`src/rtl/cvt_pkg.sv`:
```
// Constants and carrier types for the vertical timing and address block.
package cvt_pkg;
	localparam logic [7:0] IDX_VTOTAL = 8'h06;
	localparam logic [7:0] IDX_OVERFLOW = 8'h07;
	localparam logic [7:0] IDX_MAXSCAN = 8'h09;
	localparam logic [7:0] IDX_VRS = 8'h10;
	localparam logic [7:0] IDX_VRE = 8'h11;
	localparam logic [7:0] IDX_VDE = 8'h12;
	localparam logic [7:0] IDX_PITCH = 8'h13;
	localparam logic [7:0] IDX_ULINE = 8'h14;
	localparam logic [7:0] IDX_VBS = 8'h15;
	localparam logic [7:0] IDX_VBE = 8'h16;
	localparam logic [7:0] IDX_MODE = 8'h17;
	localparam logic [7:0] IDX_LCMP = 8'h18;
	localparam logic [7:0] IDX_PROT_LAST = 8'h07;
	localparam logic [7:0] RST_REG = 8'h00;
	localparam logic [7:0] RST_DATA = 8'h00;
	localparam logic [7:0] RD_UNMAPPED = 8'h00;
	// Retrace end control fields.
	localparam int VRE_WP = 7;
	localparam int VRE_REF5 = 6;
	localparam int VRE_IRQ_OFF = 5;
	localparam int VRE_IRQ_RUN = 4;
	// Overflow fields.
	localparam int OVF_VT8 = 0;
	localparam int OVF_VDE8 = 1;
	localparam int OVF_VRS8 = 2;
	localparam int OVF_VBS8 = 3;
	localparam int OVF_LC8 = 4;
	localparam int OVF_VT9 = 5;
	localparam int OVF_VDE9 = 6;
	localparam int OVF_VRS9 = 7;
	// Maximum scan line fields.
	localparam int MSL_VBS9 = 5;
	localparam int MSL_LC9 = 6;
	// Underline and mode control fields.
	localparam int UL_DWORD = 6;
	localparam int UL_CNT4 = 5;
	localparam int MC_HWRST = 7;
	localparam int MC_BYTE = 6;
	localparam int MC_WRAP = 5;
	localparam int MC_CNT2 = 3;
	localparam int MC_VDIV2 = 2;
	localparam int MC_SEL14 = 1;
	localparam int MC_COMPAT = 0;
	// Extension lock fields.
	localparam int LOCK_VTIME = 0;
	localparam int LOCK_MODE = 5;
	localparam logic [2:0] REFRESH_NORMAL = 3'h3;
	localparam logic [2:0] REFRESH_SLOW = 3'h5;
	typedef struct packed {
		logic index_wr;
		logic data_wr;
		logic data_rd;
		logic [7:0] wdata;
	} cvt_req_t;
endpackage : cvt_pkg

```
`src/rtl/cvt_vtiming.sv`:
```
// Vertical timing, retrace interrupt, refresh and memory address control.
// Notes on behaviour
// - Write-protect bit blocks writes to indices 00H-07H, except line compare bit 8.
// - Three refresh cycles per scan line, or five when refresh-select is set.
// - Retrace interrupt enable bit is active low: 0 enables, 1 suppresses.
// - Writing 0 to clear bit resets flag; with 1, bottom border raises it.
// - Vertical sync ends when low four line-count bits match retrace-end field.
// - Retrace start is ten bits: low byte here, bits 8 and 9 in overflow.
// - Legacy mode reads return light pen high six bits and low eight bits.
// - Display ends at ten-bit line count; bits 8, 9 at overflow 1 and 6.
// - Next row start is current start plus K times offset, K 2 byte, 4 word or 8 dword.
// - Address counter steps every character clock, or every second or fourth.
// - Underline drawn on row-scan line matching the five-bit underline field.
// - Blank start is ten bits, value plus one; bit 8 overflow, bit 9 max-scan.
// - Vertical blank ends when line count matches eight-bit end value.
// - Hardware-reset bit low holds horizontal and vertical retrace outputs inactive.
// - Lock bit 5 blocks mode writes; lock bit 0 blocks display-end and blank writes.
// - Word mode shifts pins one place, dword two with bits 12, 13 low.
// - Dword bit selects doubleword; otherwise mode bit 6 picks word or byte.
// - In word mode wrap bit puts counter bit 15 or 13 on pin 0.
// - Vertical counter steps on every retrace, or every second when selected.
// - Pin 14 carries row-scan bit 1 or counter bit 14.
// - Compatibility bit low puts row-scan bit 0 on pin 13 during display.
// - Line compare match clears the internal line address counter.
`timescale 1ns/1ps
module cvt_vtiming
	import cvt_pkg::*;
(
	input wire logic clk_sys_i,
	input wire logic arst_n_i,
	input wire cvt_req_t req_i,
	input wire logic [7:0] ext_lock_i,
	input wire logic legacy_mode_i,
	input wire logic [13:0] lpen_i,
	input wire logic char_tick_i,
	input wire logic hretrace_i,
	output logic [7:0] rdata_o,
	output logic hsync_o,
	output logic vsync_o,
	output logic vblank_o,
	output logic vdisp_o,
	output logic irq_o,
	output logic refresh_o,
	output logic underline_o,
	output logic [15:0] mem_addr_o
);
	logic [7:0] index;
	logic [7:0] vertical_total, overflow_bits, max_scan_line, retrace_start_low;
	logic [7:0] vertical_retrace_end_ctrl, vertical_display_end_low, row_pitch_offset;
	logic [7:0] underline_and_dword_ctrl, vertical_blank_start_low, vertical_blank_end;
	logic [7:0] timing_mode_control, split_line_compare_low;
	logic wp, hr_q, half, line_start, vtick, vsync_st, irq_flag, clr_wr;
	logic [9:0] vcount, next_vcount, vt10, vrs10, vde10, vbs10, lc10;
	logic [4:0] row_scan;
	logic [15:0] row_start, next_row_start, ma_cnt, step, mapped, pins;
	logic [1:0] div;
	logic [2:0] refresh_left;
	logic dword, word, lc_hit, wrap_hit, adv;

	assign wp = vertical_retrace_end_ctrl[VRE_WP];
	assign clr_wr = req_i.data_wr && index == IDX_VRE && !req_i.wdata[VRE_IRQ_RUN];

	always_ff @(posedge clk_sys_i or negedge arst_n_i) begin
		if (!arst_n_i) begin
			index <= RST_REG;
		end else if (req_i.index_wr) begin
			index <= req_i.wdata;
		end
	end

	always_ff @(posedge clk_sys_i or negedge arst_n_i) begin
		if (!arst_n_i) begin
			vertical_total <= RST_REG;
			overflow_bits <= RST_REG;
			max_scan_line <= RST_REG;
			retrace_start_low <= RST_REG;
			vertical_retrace_end_ctrl <= RST_REG;
			vertical_display_end_low <= RST_REG;
			row_pitch_offset <= RST_REG;
			underline_and_dword_ctrl <= RST_REG;
			vertical_blank_start_low <= RST_REG;
			vertical_blank_end <= RST_REG;
			timing_mode_control <= RST_REG;
			split_line_compare_low <= RST_REG;
		end else if (req_i.data_wr) begin
			case (index)
				IDX_VTOTAL: begin
					if (!wp) begin
						vertical_total <= req_i.wdata;
					end
				end
				IDX_OVERFLOW: begin
					if (!wp) begin
						overflow_bits <= req_i.wdata;
					end else begin
						overflow_bits[OVF_LC8] <= req_i.wdata[OVF_LC8];
					end
				end
				IDX_MAXSCAN: max_scan_line <= req_i.wdata;
				IDX_VRS: retrace_start_low <= req_i.wdata;
				IDX_VRE: vertical_retrace_end_ctrl <= req_i.wdata;
				IDX_VDE: begin
					if (!ext_lock_i[LOCK_VTIME]) begin
						vertical_display_end_low <= req_i.wdata;
					end
				end
				IDX_PITCH: row_pitch_offset <= req_i.wdata;
				IDX_ULINE: underline_and_dword_ctrl <= req_i.wdata;
				IDX_VBS: begin
					if (!ext_lock_i[LOCK_VTIME]) begin
						vertical_blank_start_low <= req_i.wdata;
					end
				end
				IDX_VBE: begin
					if (!ext_lock_i[LOCK_VTIME]) begin
						vertical_blank_end <= req_i.wdata;
					end
				end
				IDX_MODE: begin
					if (!ext_lock_i[LOCK_MODE]) begin
						timing_mode_control <= req_i.wdata;
					end
				end
				IDX_LCMP: split_line_compare_low <= req_i.wdata;
				default: ;
			endcase
		end
	end

	always_ff @(posedge clk_sys_i or negedge arst_n_i) begin
		if (!arst_n_i) begin
			rdata_o <= RST_DATA;
		end else if (req_i.data_rd) begin
			case (index)
				IDX_VTOTAL: rdata_o <= vertical_total;
				IDX_OVERFLOW: rdata_o <= overflow_bits;
				IDX_MAXSCAN: rdata_o <= max_scan_line;
				IDX_VRS: rdata_o <= legacy_mode_i ? {2'h0, lpen_i[13:8]} : retrace_start_low;
				IDX_VRE: rdata_o <= legacy_mode_i ? lpen_i[7:0] : vertical_retrace_end_ctrl;
				IDX_VDE: rdata_o <= vertical_display_end_low;
				IDX_PITCH: rdata_o <= row_pitch_offset;
				IDX_ULINE: rdata_o <= underline_and_dword_ctrl;
				IDX_VBS: rdata_o <= vertical_blank_start_low;
				IDX_VBE: rdata_o <= vertical_blank_end;
				IDX_MODE: rdata_o <= timing_mode_control;
				IDX_LCMP: rdata_o <= split_line_compare_low;
				default: rdata_o <= RD_UNMAPPED;
			endcase
		end
	end

	assign vrs10 = {overflow_bits[OVF_VRS9], overflow_bits[OVF_VRS8], retrace_start_low};
	assign vde10 = {overflow_bits[OVF_VDE9], overflow_bits[OVF_VDE8], vertical_display_end_low};
	assign vbs10 = {max_scan_line[MSL_VBS9], overflow_bits[OVF_VBS8], vertical_blank_start_low};
	assign vt10 = {overflow_bits[OVF_VT9], overflow_bits[OVF_VT8], vertical_total};
	assign lc10 = {max_scan_line[MSL_LC9], overflow_bits[OVF_LC8], split_line_compare_low};

	always_ff @(posedge clk_sys_i or negedge arst_n_i) begin
		if (!arst_n_i) begin
			hr_q <= 1'b0;
		end else begin
			hr_q <= hretrace_i;
		end
	end

	assign line_start = hretrace_i && !hr_q;

	always_ff @(posedge clk_sys_i or negedge arst_n_i) begin
		if (!arst_n_i) begin
			half <= 1'b0;
		end else if (line_start) begin
			half <= !half;
		end
	end

	assign vtick = line_start && (!timing_mode_control[MC_VDIV2] || half);
	assign wrap_hit = vcount == vt10 + 10'h001;

	always_comb begin
		next_vcount = wrap_hit ? 10'h000 : vcount + 10'h001;
	end

	assign lc_hit = next_vcount == lc10;

	always_ff @(posedge clk_sys_i or negedge arst_n_i) begin
		if (!arst_n_i) begin
			vcount <= 10'h000;
		end else if (vtick) begin
			vcount <= next_vcount;
		end
	end

	// sync end on low four bits.
	always_ff @(posedge clk_sys_i or negedge arst_n_i) begin
		if (!arst_n_i) begin
			vsync_st <= 1'b0;
		end else if (vtick) begin
			if (next_vcount == vrs10) begin
				vsync_st <= 1'b1;
			end else if (next_vcount[3:0] == vertical_retrace_end_ctrl[3:0]) begin
				vsync_st <= 1'b0;
			end
		end
	end

	always_ff @(posedge clk_sys_i or negedge arst_n_i) begin
		if (!arst_n_i) begin
			hsync_o <= 1'b0;
			vsync_o <= 1'b0;
		end else begin
			hsync_o <= hretrace_i && timing_mode_control[MC_HWRST];
			vsync_o <= vsync_st && timing_mode_control[MC_HWRST];
		end
	end

	always_ff @(posedge clk_sys_i or negedge arst_n_i) begin
		if (!arst_n_i) begin
			vblank_o <= 1'b0;
			vdisp_o <= 1'b0;
		end else if (vtick) begin
			if (next_vcount == vbs10 + 10'h001) begin
				vblank_o <= 1'b1;
			end else if (next_vcount[7:0] == vertical_blank_end) begin
				vblank_o <= 1'b0;
			end
			vdisp_o <= next_vcount <= vde10;
		end
	end

	always_ff @(posedge clk_sys_i or negedge arst_n_i) begin
		if (!arst_n_i) begin
			irq_flag <= 1'b0;
		end else if (vtick && next_vcount == vde10 + 10'h001 && vertical_retrace_end_ctrl[VRE_IRQ_RUN]) begin
			irq_flag <= 1'b1;
		end else if (clr_wr) begin
			irq_flag <= 1'b0;
		end
	end

	always_ff @(posedge clk_sys_i or negedge arst_n_i) begin
		if (!arst_n_i) begin
			irq_o <= 1'b0;
		end else begin
			irq_o <= irq_flag && !vertical_retrace_end_ctrl[VRE_IRQ_OFF];
		end
	end

	always_ff @(posedge clk_sys_i or negedge arst_n_i) begin
		if (!arst_n_i) begin
			refresh_left <= 3'h0;
			refresh_o <= 1'b0;
		end else if (line_start) begin
			refresh_left <= vertical_retrace_end_ctrl[VRE_REF5] ? REFRESH_SLOW : REFRESH_NORMAL;
			refresh_o <= 1'b0;
		end else begin
			refresh_o <= char_tick_i && refresh_left != 3'h0;
			if (char_tick_i && refresh_left != 3'h0) begin
				refresh_left <= refresh_left - 3'h1;
			end
		end
	end

	assign dword = underline_and_dword_ctrl[UL_DWORD];
	assign word = !dword && !timing_mode_control[MC_BYTE];

	always_comb begin
		step = {8'h00, row_pitch_offset} << (dword ? 3 : word ? 2 : 1);
		if (wrap_hit || lc_hit) begin
			next_row_start = 16'h0000;
		end else if (row_scan == max_scan_line[4:0]) begin
			next_row_start = row_start + step;
		end else begin
			next_row_start = row_start;
		end
	end

	always_ff @(posedge clk_sys_i or negedge arst_n_i) begin
		if (!arst_n_i) begin
			row_start <= 16'h0000;
			row_scan <= 5'h00;
		end else if (vtick) begin
			row_start <= next_row_start;
			if (wrap_hit || lc_hit || row_scan == max_scan_line[4:0]) begin
				row_scan <= 5'h00;
			end else begin
				row_scan <= row_scan + 5'h01;
			end
		end
	end

	assign adv = underline_and_dword_ctrl[UL_CNT4] ? div == 2'h3 :
		timing_mode_control[MC_CNT2] ? div[0] : 1'b1;

	always_ff @(posedge clk_sys_i or negedge arst_n_i) begin
		if (!arst_n_i) begin
			div <= 2'h0;
			ma_cnt <= 16'h0000;
		end else if (vtick) begin
			div <= 2'h0;
			ma_cnt <= next_row_start;
		end else if (char_tick_i) begin
			div <= div + 2'h1;
			if (adv) begin
				ma_cnt <= ma_cnt + 16'h0001;
			end
		end
	end

	always_comb begin
		if (dword) begin
			mapped = {ma_cnt[13:0], ma_cnt[13], ma_cnt[12]};
		end else if (word) begin
			mapped = {ma_cnt[14:0], timing_mode_control[MC_WRAP] ? ma_cnt[15] : ma_cnt[13]};
		end else begin
			mapped = ma_cnt;
		end
		pins = mapped;
		pins[14] = timing_mode_control[MC_SEL14] ? mapped[14] : row_scan[1];
		pins[13] = (!timing_mode_control[MC_COMPAT] && vdisp_o) ? row_scan[0] : mapped[13];
	end

	always_ff @(posedge clk_sys_i or negedge arst_n_i) begin
		if (!arst_n_i) begin
			mem_addr_o <= 16'h0000;
			underline_o <= 1'b0;
		end else begin
			mem_addr_o <= pins;
			underline_o <= row_scan == underline_and_dword_ctrl[4:0];
		end
	end
endmodule : cvt_vtiming

```
`config.mk`:
```
export PLATFORM = sky130hd
export DESIGN_NAME = cvt_vtiming
export DESIGN_NICKNAME = d
export VERILOG_FILES = /design/src/rtl/cvt_pkg.sv /design/src/rtl/cvt_vtiming.sv
export SDC_FILE = /design/constraint.sdc
export NUM_CORES = 1
export LEC_CHECK = 0
export ABC_CLOCK_PERIOD_IN_PS = 10400
export BUFFER_PORTS_ARGS = -buffer_cell sky130_fd_sc_hd__buf_2
export CAP_MARGIN = 20
export CORE_MARGIN = 5
export CORE_UTILIZATION = 35
export CTS_CLUSTER_SIZE = 40
export DETAILED_ROUTE_END_ITERATION = 16
export PLACE_DENSITY = 0.5
export SYNTH_ARGS = -nofsm -noshare
export SYNTH_HDL_FRONTEND = slang
export SYNTH_SLANG_ARGS = --single-unit
```
`constraint.sdc`:
```
create_clock -name clk_sys_i -period 10.4 [get_ports clk_sys_i]
set_input_delay 0.52 -clock clk_sys_i [delete_from_list [all_inputs] [get_ports clk_sys_i]]
set_output_delay 0.52 -clock clk_sys_i [all_outputs]
set_load 0.01 [all_outputs]
```
# Word-level counts from Yosys, hierarchy flattened
# Cells that the tools add are included.
[classes] n_bitwise=3 eq_ne=22 shifts=1 mul=0 reduce_logical=46 muxes=31 div_mod_pow=0 order_cmp=1 n_addsub=9
[op_table] cell="2-to-1 mux 16 bit" n=7
[op_table] cell="one-hot mux 8 bit (12 select lines)" n=1
[op_table] cell="equality test 8 x 5 -> 1 bit, second input constant" n=9
[op_table] cell="equality test 10 bit" n=5
[op_table] cell="adder 10 x 1 -> 10 bit, second input constant" n=4
[op_table] cell="AND reduction 2 bit" n=10
[op_table] cell="AND reduction 3 bit" n=6
[op_table] cell="adder 16 x 1 -> 16 bit, second input constant" n=1
[op_table] cell="adder 16 bit" n=1
[op_table] cell="equality test 8 x 3 -> 1 bit, second input constant" n=2
[op_table] cell="2-to-1 mux 8 bit" n=2
[op_table] cell="<< shifter 8 x 2 -> 16 bit" n=1
[op_table] cell="logical AND 1 bit" n=12
[op_table] cell="2-to-1 mux 1 bit" n=12
[op_table] cell="nonzero test 2 bit" n=6
[op_table] cell="equality test 5 bit" n=2
[op_table] cell="<= comparator 10 bit" n=1
[op_table] cell="2-to-1 mux 10 bit" n=1
[op_table] cell="2-to-1 mux 3 bit" n=3
[op_table] cell="equality test 8 x 4 -> 1 bit, second input constant" n=1
[op_table] cell="equality test 8 bit" n=1
[op_table] cell="zero test 1 bit" n=8
[op_table] cell="2-to-1 mux 2 bit" n=4
[op_table] cell="adder 5 x 1 -> 5 bit, second input constant" n=1
[op_table] cell="other kinds (8)" n=12
[word_totals] latchBits=0 mem_bits_ro=0 in_bits=38 mem_bits_rw=0 output_inout_bits=31 register_bits=191 elab_cells=146 memories=0

# Logic depth before layout (Yosys ltp)
# Gate-level depths: netlist of run 1.
[logic_depth] ltp_word=9 ltp_mapped=17 ltp_nobuf=14

# Least setup slack after synthesis of run 1
# Ideal clock, no wire load.
[synth_path] path_kind="register to register" from="reg timing_mode_control[6]" to="reg ma_cnt[11]" path_slack_ps=6822 path_buffers=2 setup_ps=120 arrival_ps=3458 path_stages_with_launch=14 synth_period_minus_slack_ps=3578 required_ps=10280 path_cell_list="dfrtp_1 buf_1 clkbuf_1 mux2i_1 o21ai_0 ha_1 o21a_1 a21oi_1 o21ai_0 a2111oi_0 nor3_1 xnor2_1 a2bb2oi_1 nor2_1"
[synth_via] elab_chain_len=9
[synth_lines] element="from (decl)" line_no="cvt_vtiming.sv:51" text="logic [7:0] timing_mode_control, split_line_compare_low;"
[synth_lines] element="from (signal assigned)" line_no="cvt_vtiming.sv:121" text="timing_mode_control <= req_i.wdata;"
[synth_lines] element="zero test 1 bit" line_no="cvt_vtiming.sv:264" text="assign word = !dword && !timing_mode_control[MC_BYTE];"
[synth_lines] element="logical AND 1 bit" line_no="cvt_vtiming.sv:264"
[synth_lines] element="2-to-1 mux 2 bit (2 in series)" line_no="cvt_vtiming.sv:267" text="step = {8'h00, row_pitch_offset} << (dword ? 3 : word ? 2 : 1);"
[synth_lines] element="<< shifter 8 x 2 -> 16 bit" line_no="cvt_vtiming.sv:267"
[synth_lines] element="adder 16 bit" line_no="cvt_vtiming.sv:271" text="next_row_start = row_start + step;"
[synth_lines] element="2-to-1 mux 16 bit" line_no="cvt_vtiming.sv:270" text="end else if (row_scan == max_scan_line[4:0]) begin"
[synth_lines] element="2-to-1 mux 16 bit" line_no="cvt_vtiming.sv:268" text="if (wrap_hit || lc_hit) begin"
[synth_lines] element="2-to-1 mux 16 bit" line_no="cvt_vtiming.sv:298" text="end else if (vtick) begin"
[synth_lines] element="to (signal assigned)" line_no="cvt_vtiming.sv:300" text="ma_cnt <= next_row_start;"
[synth_lines] element="to (signal assigned)" line_no="cvt_vtiming.sv:304" text="ma_cnt <= ma_cnt + 16'h0001;"
[synth_lines] element="to (decl)" line_no="cvt_vtiming.sv:55" text="logic [15:0] row_start, next_row_start, ma_cnt, step, mapped, pins;"
# Every way passes these cells.
# A chain may end at the register's enable or synchronous reset.

# Worst setup path after layout of run 1
[layout_path] from="reg vcount[0]" to="reg row_start[1]"
[layout_via] elab_chain_len=5 elab_cells_between_ends=6 classes_between="1 x add/sub; 2 x eq/ne; 2 x mux; 1 x reduce/logical"
[layout_lines] element="from (decl)" line_no="cvt_vtiming.sv:53" text="logic [9:0] vcount, next_vcount, vt10, vrs10, vde10, vbs10, lc10;"
[layout_lines] element="from (signal assigned)" line_no="cvt_vtiming.sv:189" text="vcount <= next_vcount;"
[layout_lines] element="adder 10 x 1 -> 10 bit / equality test 10 bit (equally long branches)" line_no="cvt_vtiming.sv:180, cvt_vtiming.sv:177"
[layout_lines] element="2-to-1 mux 10 bit" line_no="cvt_vtiming.sv:180" text="next_vcount = wrap_hit ? 10'h000 : vcount + 10'h001;"
[layout_lines] element="equality test 10 bit" line_no="cvt_vtiming.sv:183" text="assign lc_hit = next_vcount == lc10;"
[layout_lines] element="logical OR 1 bit *" line_no="cvt_vtiming.sv:268"
[layout_lines] element="2-to-1 mux 16 bit *" line_no="cvt_vtiming.sv:268"
[layout_lines] element="to (signal assigned)" line_no="cvt_vtiming.sv:282" text="row_start <= next_row_start;"
[layout_lines] element="to (decl)" line_no="cvt_vtiming.sv:55"
# Every way passes the cells marked *; elsewhere a longest branch is shown, timed or not.

==> flow_metrics.env, run 1 <==
export IMPL_numCtsBuffers=17
export IMPL_hold_path_class="in -> reg"
export IMPL_io_buffers=62
export IMPL_period_share_pct=41.1
export IMPL_crit_path_end_kind="flop"
export IMPL_fill_cells=3123
export IMPL_synth_seq_area_share_pct=42.4
export IMPL_drv_slew=0
export IMPL_syn_to_final_growth_pct=11.7
export IMPL_routed_via_density=5.57
export IMPL_dieArea_um2=35900
export IMPL_yosys_top_cells_count="dfrtp_1, mux2_2, nand2_1, nor2_1, xnor2_1"
export IMPL_crit_start="vcount[0]$_DFFE_PN0P_"
export IMPL_die_h_um=190
export IMPL_finalSetupTns_ps=0
export IMPL_cts_root_buf="clkbuf_16"
export IMPL_post_drt_wl_per_cell_um=22.1
export IMPL_die_w_um=190
export IMPL_core_area_um2=31700
export IMPL_synth_cell_types=69
export IMPL_critical_path_top_delay_family="compound AO/OA/AOI/OAI gates"
export IMPL_fp_row_count=65
export IMPL_synthTopCellsByArea="dfrtp_1, mux2_2, xnor2_1"
export IMPL_ir_drop_uv=120
export IMPL_routed_wl_um=34700
export IMPL_path_cells="ha_1, xor2_1, xor2_1, a2111oi_0, o2111ai_1, nor2_1, a21o_1, or2_1, nor2_1, a22o_1"
export IMPL_maxCapViolations=0
export IMPL_crit_cells=10
export IMPL_vias=8734
export IMPL_async_reset_ff_share_pct=100
export IMPL_synth_ff_type="dfrtp_1"
export IMPL_arrival_ps=4620
export IMPL_skew_ps=9.99
export IMPL_status="completed"
export IMPL_reg2regPathDepth=10
export IMPL_ctsHoldBuffers=0
export IMPL_r2r_slack_ps=6120
export IMPL_slew_limit_headroom_pct=33.5
export IMPL_first_pass_iters=5
export IMPL_crit_path_end="row_start[1]$_DFFE_PN0P_"
export IMPL_critPathSlowestCell="dfrtp_1"
export IMPL_leakage_nw=5.54
export IMPL_grt_pass1_wl_um=53700
export IMPL_power_density_nw_per_um2=195
export IMPL_dp_final_hpwl_um=24700
export IMPL_clock_path_buffers=2
export IMPL_reg2reg_to="row_start[1]$_DFFE_PN0P_"
export IMPL_synth_nets=1185
export IMPL_finalSetupViolCount=0
export IMPL_ant_nets=0
export IMPL_netlist_area_um2=11300
export IMPL_grt_max_degree=117
export IMPL_cp_max_fo=17
export IMPL_max_stage_delay_ps=760
export IMPL_grt_ovfl_total=0
export IMPL_syn_avg_cell_area_um2=10.1
export IMPL_initial_core_util_pct=35.6
export IMPL_period_needed_ps=4280
export IMPL_max_freq_mhz=234
export IMPL_criticalPathCategory="reg -> reg"
export IMPL_synth_edf_count=0
export IMPL_final_nets=1222
export IMPL_yosys_area_top_type="dfrtp_1"
export IMPL_ys_ff_latch=191
export IMPL_crit_buf_inv=0
export IMPL_cts_tree="done"
export IMPL_clk_latency_ps=450
export IMPL_drc=0
export IMPL_startpoint_type="flop"
export IMPL_io_pins=69
export IMPL_first_global_vias=8732
export IMPL_place_gp_congestion=0.885
export IMPL_finalHoldViolCount=0
export IMPL_netlist_area_leader_share_pct=42.4
export IMPL_cp_required_ps=10740
export IMPL_rsz0062_at_grt="false"
export IMPL_syn_instance_count=1116
export IMPL_drive_gt1_share_pct=20.2
export IMPL_clock_sinks=191
export IMPL_antenna_found_initial=0
export IMPL_post_cts_buffers=0
export IMPL_synth_most_common_cell="dfrtp_1"
export IMPL_htree_levels=4
export IMPL_synth_warning_count=0
export IMPL_clk_pin_slew_ps=80
export IMPL_finalPower_mw=2.46
export IMPL_grt_usage_pct=19.4
export IMPL_tightest_slew_ps=997
export IMPL_r2r_start="vcount[0]$_DFFE_PN0P_"
export IMPL_drt_iter0_markers=703
export IMPL_postCtsResizedCells=0
-- through the flow --
stage	cell area (µm²)	hold WS [ps]	util, %	worst slack (ps)	std cells
2_1_floorplan	11300	224	-	6820	1116
3_3_place_gp	12000	485	37.8	6270	1536
3_5_place_dp	12000	484	37.8	6210	1536
4_1_cts	12600	198	39.7	6210	1568
5_1_grt	12600	205	39.7	5950	1568
6_report	12600	211	39.7	6120	1569
-- where the power goes --
part | leakage [nW] | switching, mW | internal (mW)
Sequential | 2.56 | 0.147 | 0.844
Combinational | 2.67 | 0.432 | 0.318
Clock | 0.306 | 0.327 | 0.389
-- state kept, by name (all words and copies together) (netlist names), 10 cells and up --
register    count
vcount         10
ma_cnt         16
mem_addr_o     16
row_start      16
-- cells in the final DEF (no fill, tap or decap), types with 6 or more instances in the layout --
master and instances:
buf_2 61, mux2i_1 37, o21ai_0 54, buf_4 12, xor2_1 37, nor2_1 80
nand4_1 14, xnor2_1 65, nor2b_1 18, o32ai_1 7, nand2_1 100, a21oi_1 29
a22o_1 30, nor4_1 6, dfrtp_1 191, o21a_1 6, a22oi_1 10, nand3_1 24
a21o_1 8, ha_1 30, inv_1 31, nand2b_1 11, a221oi_1 22, a41oi_1 7
nor3_1 18, a31oi_1 13, clkbuf_16 17, o31ai_1 9, mux2_2 115, o22ai_1 14
-- cell type report --
cell class	instances	area (µm²)	share of cell area (%)
repair buffers	74	409	3.25
inverters	31	116	0.923
flip-flops and latches	191	4780	37.9
clock inverters	14	194	1.54
multi-input cells	838	6170	48.9
well taps	402	503	3.99
diodes	1	2.50	0.0199
clock buffers	18	429	3.41
-- kinds of logic after synthesis --
family	synth area share, %
compound gates	14.9
xor+xnor	8.14
fa+ha+maj	3.51
buf+inv	3.13
flops	42.4
mux	14.8
other cells	0.0333
simple gates	13.2
-- metal layers --
| metal | track usage, % | routed length [µm] | up-vias |
|---|---|---|---|
| met5 | 0 | 0 | - |
| met4 | 4.20 | 523 | 0 |
| met3 | 2.49 | 1270 | 38 |
| met2 | 32.9 | 16800 | 206 |
| met1 | 26.7 | 16000 | 4359 |
| li1 | - | - | 4131 |
-- how the worst min path moves through the flow --
| stage | startpoint | to | slack (ps) | cells past startpoint |
|---|---|---|---|---|
| 6_report | hretrace_i | hr_q$_DFF_PN0_ | 210 | 1 |
| 5_1_grt | hretrace_i | hr_q$_DFF_PN0_ | 200 | 1 |
| 4_1_cts | hretrace_i | hr_q$_DFF_PN0_ | 200 | 1 |
| 3_5_place_dp | row_start[15]$_DFFE_PN0P_ | row_start[15]$_DFFE_PN0P_ | 480 | 1 |
| 3_3_place_gp | irq_flag$_DFFE_PN0P_ | irq_o$_DFF_PN0_ | 490 | 1 |
| 2_1_floorplan | arst_n_i | div[0]$_DFFE_PN0P_ | 220 | 0 |
Power figures use the tool's default switching activity.
==> run 2, diff against run 1 <==
--- a/config.mk
+++ b/config.mk
@@ -5,7 +5,7 @@
 export SDC_FILE = /design/constraint.sdc
 export NUM_CORES = 1
 export LEC_CHECK = 0
-export ABC_CLOCK_PERIOD_IN_PS = 10400
+export ABC_CLOCK_PERIOD_IN_PS = 4200
 export BUFFER_PORTS_ARGS = -buffer_cell sky130_fd_sc_hd__buf_2
 export CAP_MARGIN = 20
 export CORE_MARGIN = 5
==> constraint.sdc (replaced) <==
create_clock -name clk_sys_i -period 4.2 [get_ports clk_sys_i]
set_input_delay 0.21 -clock clk_sys_i [delete_from_list [all_inputs] [get_ports clk_sys_i]]
set_output_delay 0.21 -clock clk_sys_i [all_outputs]
set_load 0.01 [all_outputs]
==> run 2 against run 1 <==
Cell area is 0.73% higher; setup slack worse by 5600 ps; clock skew is 4.8 ps higher; critical path depth is 2 higher; critical path type unchanged; cell count is 0.96% higher; clock power is 140% higher; critical endpoint is now vdisp_o$_DFFE_PN0P_; first-iteration DRC count is 14% lower.
==> flow_metrics.env, run 2 (synthesis results as in run 1) <==
export IMPL_criticalPathCategory="reg -> reg"
export IMPL_status="completed"
export IMPL_grt_ovfl_total=0
export IMPL_drv_slew=0
export IMPL_io_pins=69
export IMPL_routed_via_density=5.53
export IMPL_ant_nets=0
export IMPL_internal_power_mw=3.83
export IMPL_critical_path_top_delay_family="compound AO/OA/AOI/OAI gates"
export IMPL_dp_final_hpwl_um=25200
export IMPL_arrival_ps=4070
export IMPL_pwr_share_comb_pct=31.6
export IMPL_final_util_pct=40.0
export IMPL_power_density_nw_per_um2=477
export IMPL_post_drt_wl_per_cell_um=22.0
export IMPL_clock_power_share_pct=28.1
export IMPL_holdPathStages=3
export IMPL_crit_buf_inv=1
export IMPL_dr_max_layer_used="met4"
export IMPL_switching_share_pct=36.7
export IMPL_grt_usage_pct=19.4
export IMPL_finalPower_mw=6.05
export IMPL_first_global_vias=8533
export IMPL_power_switching_mw=2.22
export IMPL_tightest_slew_ps=1050
export IMPL_instances_no_fill=1584
export IMPL_clk_pin_slew_ps=80
export IMPL_path_cells="nand3_2, or4_1, o32a_1, a31oi_1, o211a_4, nand2b_1, inv_1, ha_1, a21o_1, a21oi_1, o211ai_1, a21oi_1"
export IMPL_final_cell_mix="dfrtp_1, mux2_2, nand2_1"
export IMPL_ctsHoldBuffers=2
export IMPL_r2r_start="vertical_total[4]$_DFFE_PN0P_"
export IMPL_dieArea_um2=35900
export IMPL_cp_max_fo=34
export IMPL_final_cell_area_um2=12700
export IMPL_num_antenna_cells=0
export IMPL_hold_path_class="in -> reg"
export IMPL_max_stage_delay_ps=540
export IMPL_die_h_um=190
export IMPL_period_share_pct=88.3
export IMPL_hold_end="div[0]$_DFFE_PN0P_"
export IMPL_skew_ps=14.8
export IMPL_final_nets=1238
export IMPL_antenna_found_initial=0
export IMPL_ir_drop_uv=308
export IMPL_routed_wl_um=34800
export IMPL_drive_gt1_share_pct=21.0
export IMPL_htree_levels=4
export IMPL_largestRegisters="ma_cnt (16), mem_addr_o (16), row_start (16)"
export IMPL_core_area_um2=31700
export IMPL_routed_wl_met2_um=16700
export IMPL_reg2reg_to="vdisp_o$_DFFE_PN0P_"
export IMPL_grt_pass1_wl_um=53600
export IMPL_layout_commonest_cell="dfrtp_1"
export IMPL_startpoint_type="flop"
export IMPL_place_gp_congestion=0.835
export IMPL_postCtsResizedCells=0
export IMPL_min_from="char_tick_i"
export IMPL_fp_row_count=65
export IMPL_crit_path_end_kind="flop"
export IMPL_period_needed_ps=3710
export IMPL_worst_path_most_repeated_cell="a21oi_1"
export IMPL_dr_wl_met3_um=1250
export IMPL_first_pass_iters=5
export IMPL_finalSetupViolCount=0
export IMPL_die_w_um=190
export IMPL_slew_limit_headroom_pct=29.6
export IMPL_cts_tree="done"
export IMPL_numCtsBuffers=17
export IMPL_maxCapViolations=0
export IMPL_dpl_cell_count=1550
export IMPL_syn_to_final_growth_pct=12.6
export IMPL_io_buffers=62
export IMPL_reg2regPathDepth=12
export IMPL_drt_iter0_markers=604
export IMPL_rsz0062_at_grt="false"
export IMPL_finalHoldViolCount=0
export IMPL_post_place_ws_ps=501
export IMPL_wl_met1_um=16200
export IMPL_post_cts_buffers=0
export IMPL_clk_latency_ps=440
export IMPL_max_freq_mhz=270
export IMPL_leakage_nw=5.60
export IMPL_setup_slack_ps=492
export IMPL_seqPwrFrac_pct=40.3
export IMPL_vias=8765
export IMPL_placed_area_um2=12100
export IMPL_clock_sinks=191
export IMPL_drc=0
export IMPL_cp_required_ps=4570
export IMPL_initial_core_util_pct=35.6
export IMPL_finalSetupTns_ps=0
export IMPL_critPathSlowestCell="or4_1"
export IMPL_hold_ws_ps=82.1
export IMPL_clock_path_buffers=2
export IMPL_r2r_slack_ps=490
export IMPL_grt_max_degree=112
export IMPL_cts_root_buf="clkbuf_16"
-- run 2: worst reg2reg max path, cell delays in order (launching register included) --
cell      delay, ps
dfrtp_1         530
nand3_2         210
or4_1           540
o32a_1          300
a31oi_1         250
o211a_4         480
nand2b_1        400
inv_1            90
ha_1            300
a21o_1          160
a21oi_1         140
o211ai_1        100
a21oi_1         130
-- run 2: area by class of cell --
cell class	instances	area, µm²
Inverter	31	116
Timing Repair Buffer	90	534
Fill cell	3167	19000
Sequential cell	191	4780
Multi-Input combinational cell	838	6160
Tap cell	402	503
Clock buffer	19	433
Clock inverter	13	168
-- run 2: worst max-delay path by stage --
stage	cells past startpoint	startpoint	endpoint	slack [ps]
after floorplan	13	timing_mode_control[6]$_DFFE_PN0P_	ma_cnt[11]$_DFFE_PN0P_	620
after global placement	13	timing_mode_control[6]$_DFFE_PN0P_	ma_cnt[11]$_DFFE_PN0P_	510
after detailed placement	13	timing_mode_control[6]$_DFFE_PN0P_	ma_cnt[11]$_DFFE_PN0P_	500
after CTS	13	timing_mode_control[6]$_DFFE_PN0P_	ma_cnt[11]$_DFFE_PN0P_	480
after global routing	13	vertical_total[0]$_DFFE_PN0P_	vdisp_o$_DFFE_PN0P_	170
final	12	vertical_total[4]$_DFFE_PN0P_	vdisp_o$_DFFE_PN0P_	490
-- run 2: power groups by stage --
stage	Sequential [mW]	Combinational (mW)	Clock, mW
after global routing	2.48	2.12	1.81
after CTS	2.43	1.93	1.74
after global placement	2.47	1.89	0
after floorplan	2.33	1.44	0
final	2.44	1.91	1.70
after detailed placement	2.47	1.91	0
-- run 2: per-layer routing --
metal / up-vias / track usage, %
met5: - / 0
met4: 0 / 4.87
met3: 40 / 2.58
met2: 211 / 32.4
met1: 4349 / 26.8
li1: 4165 / -
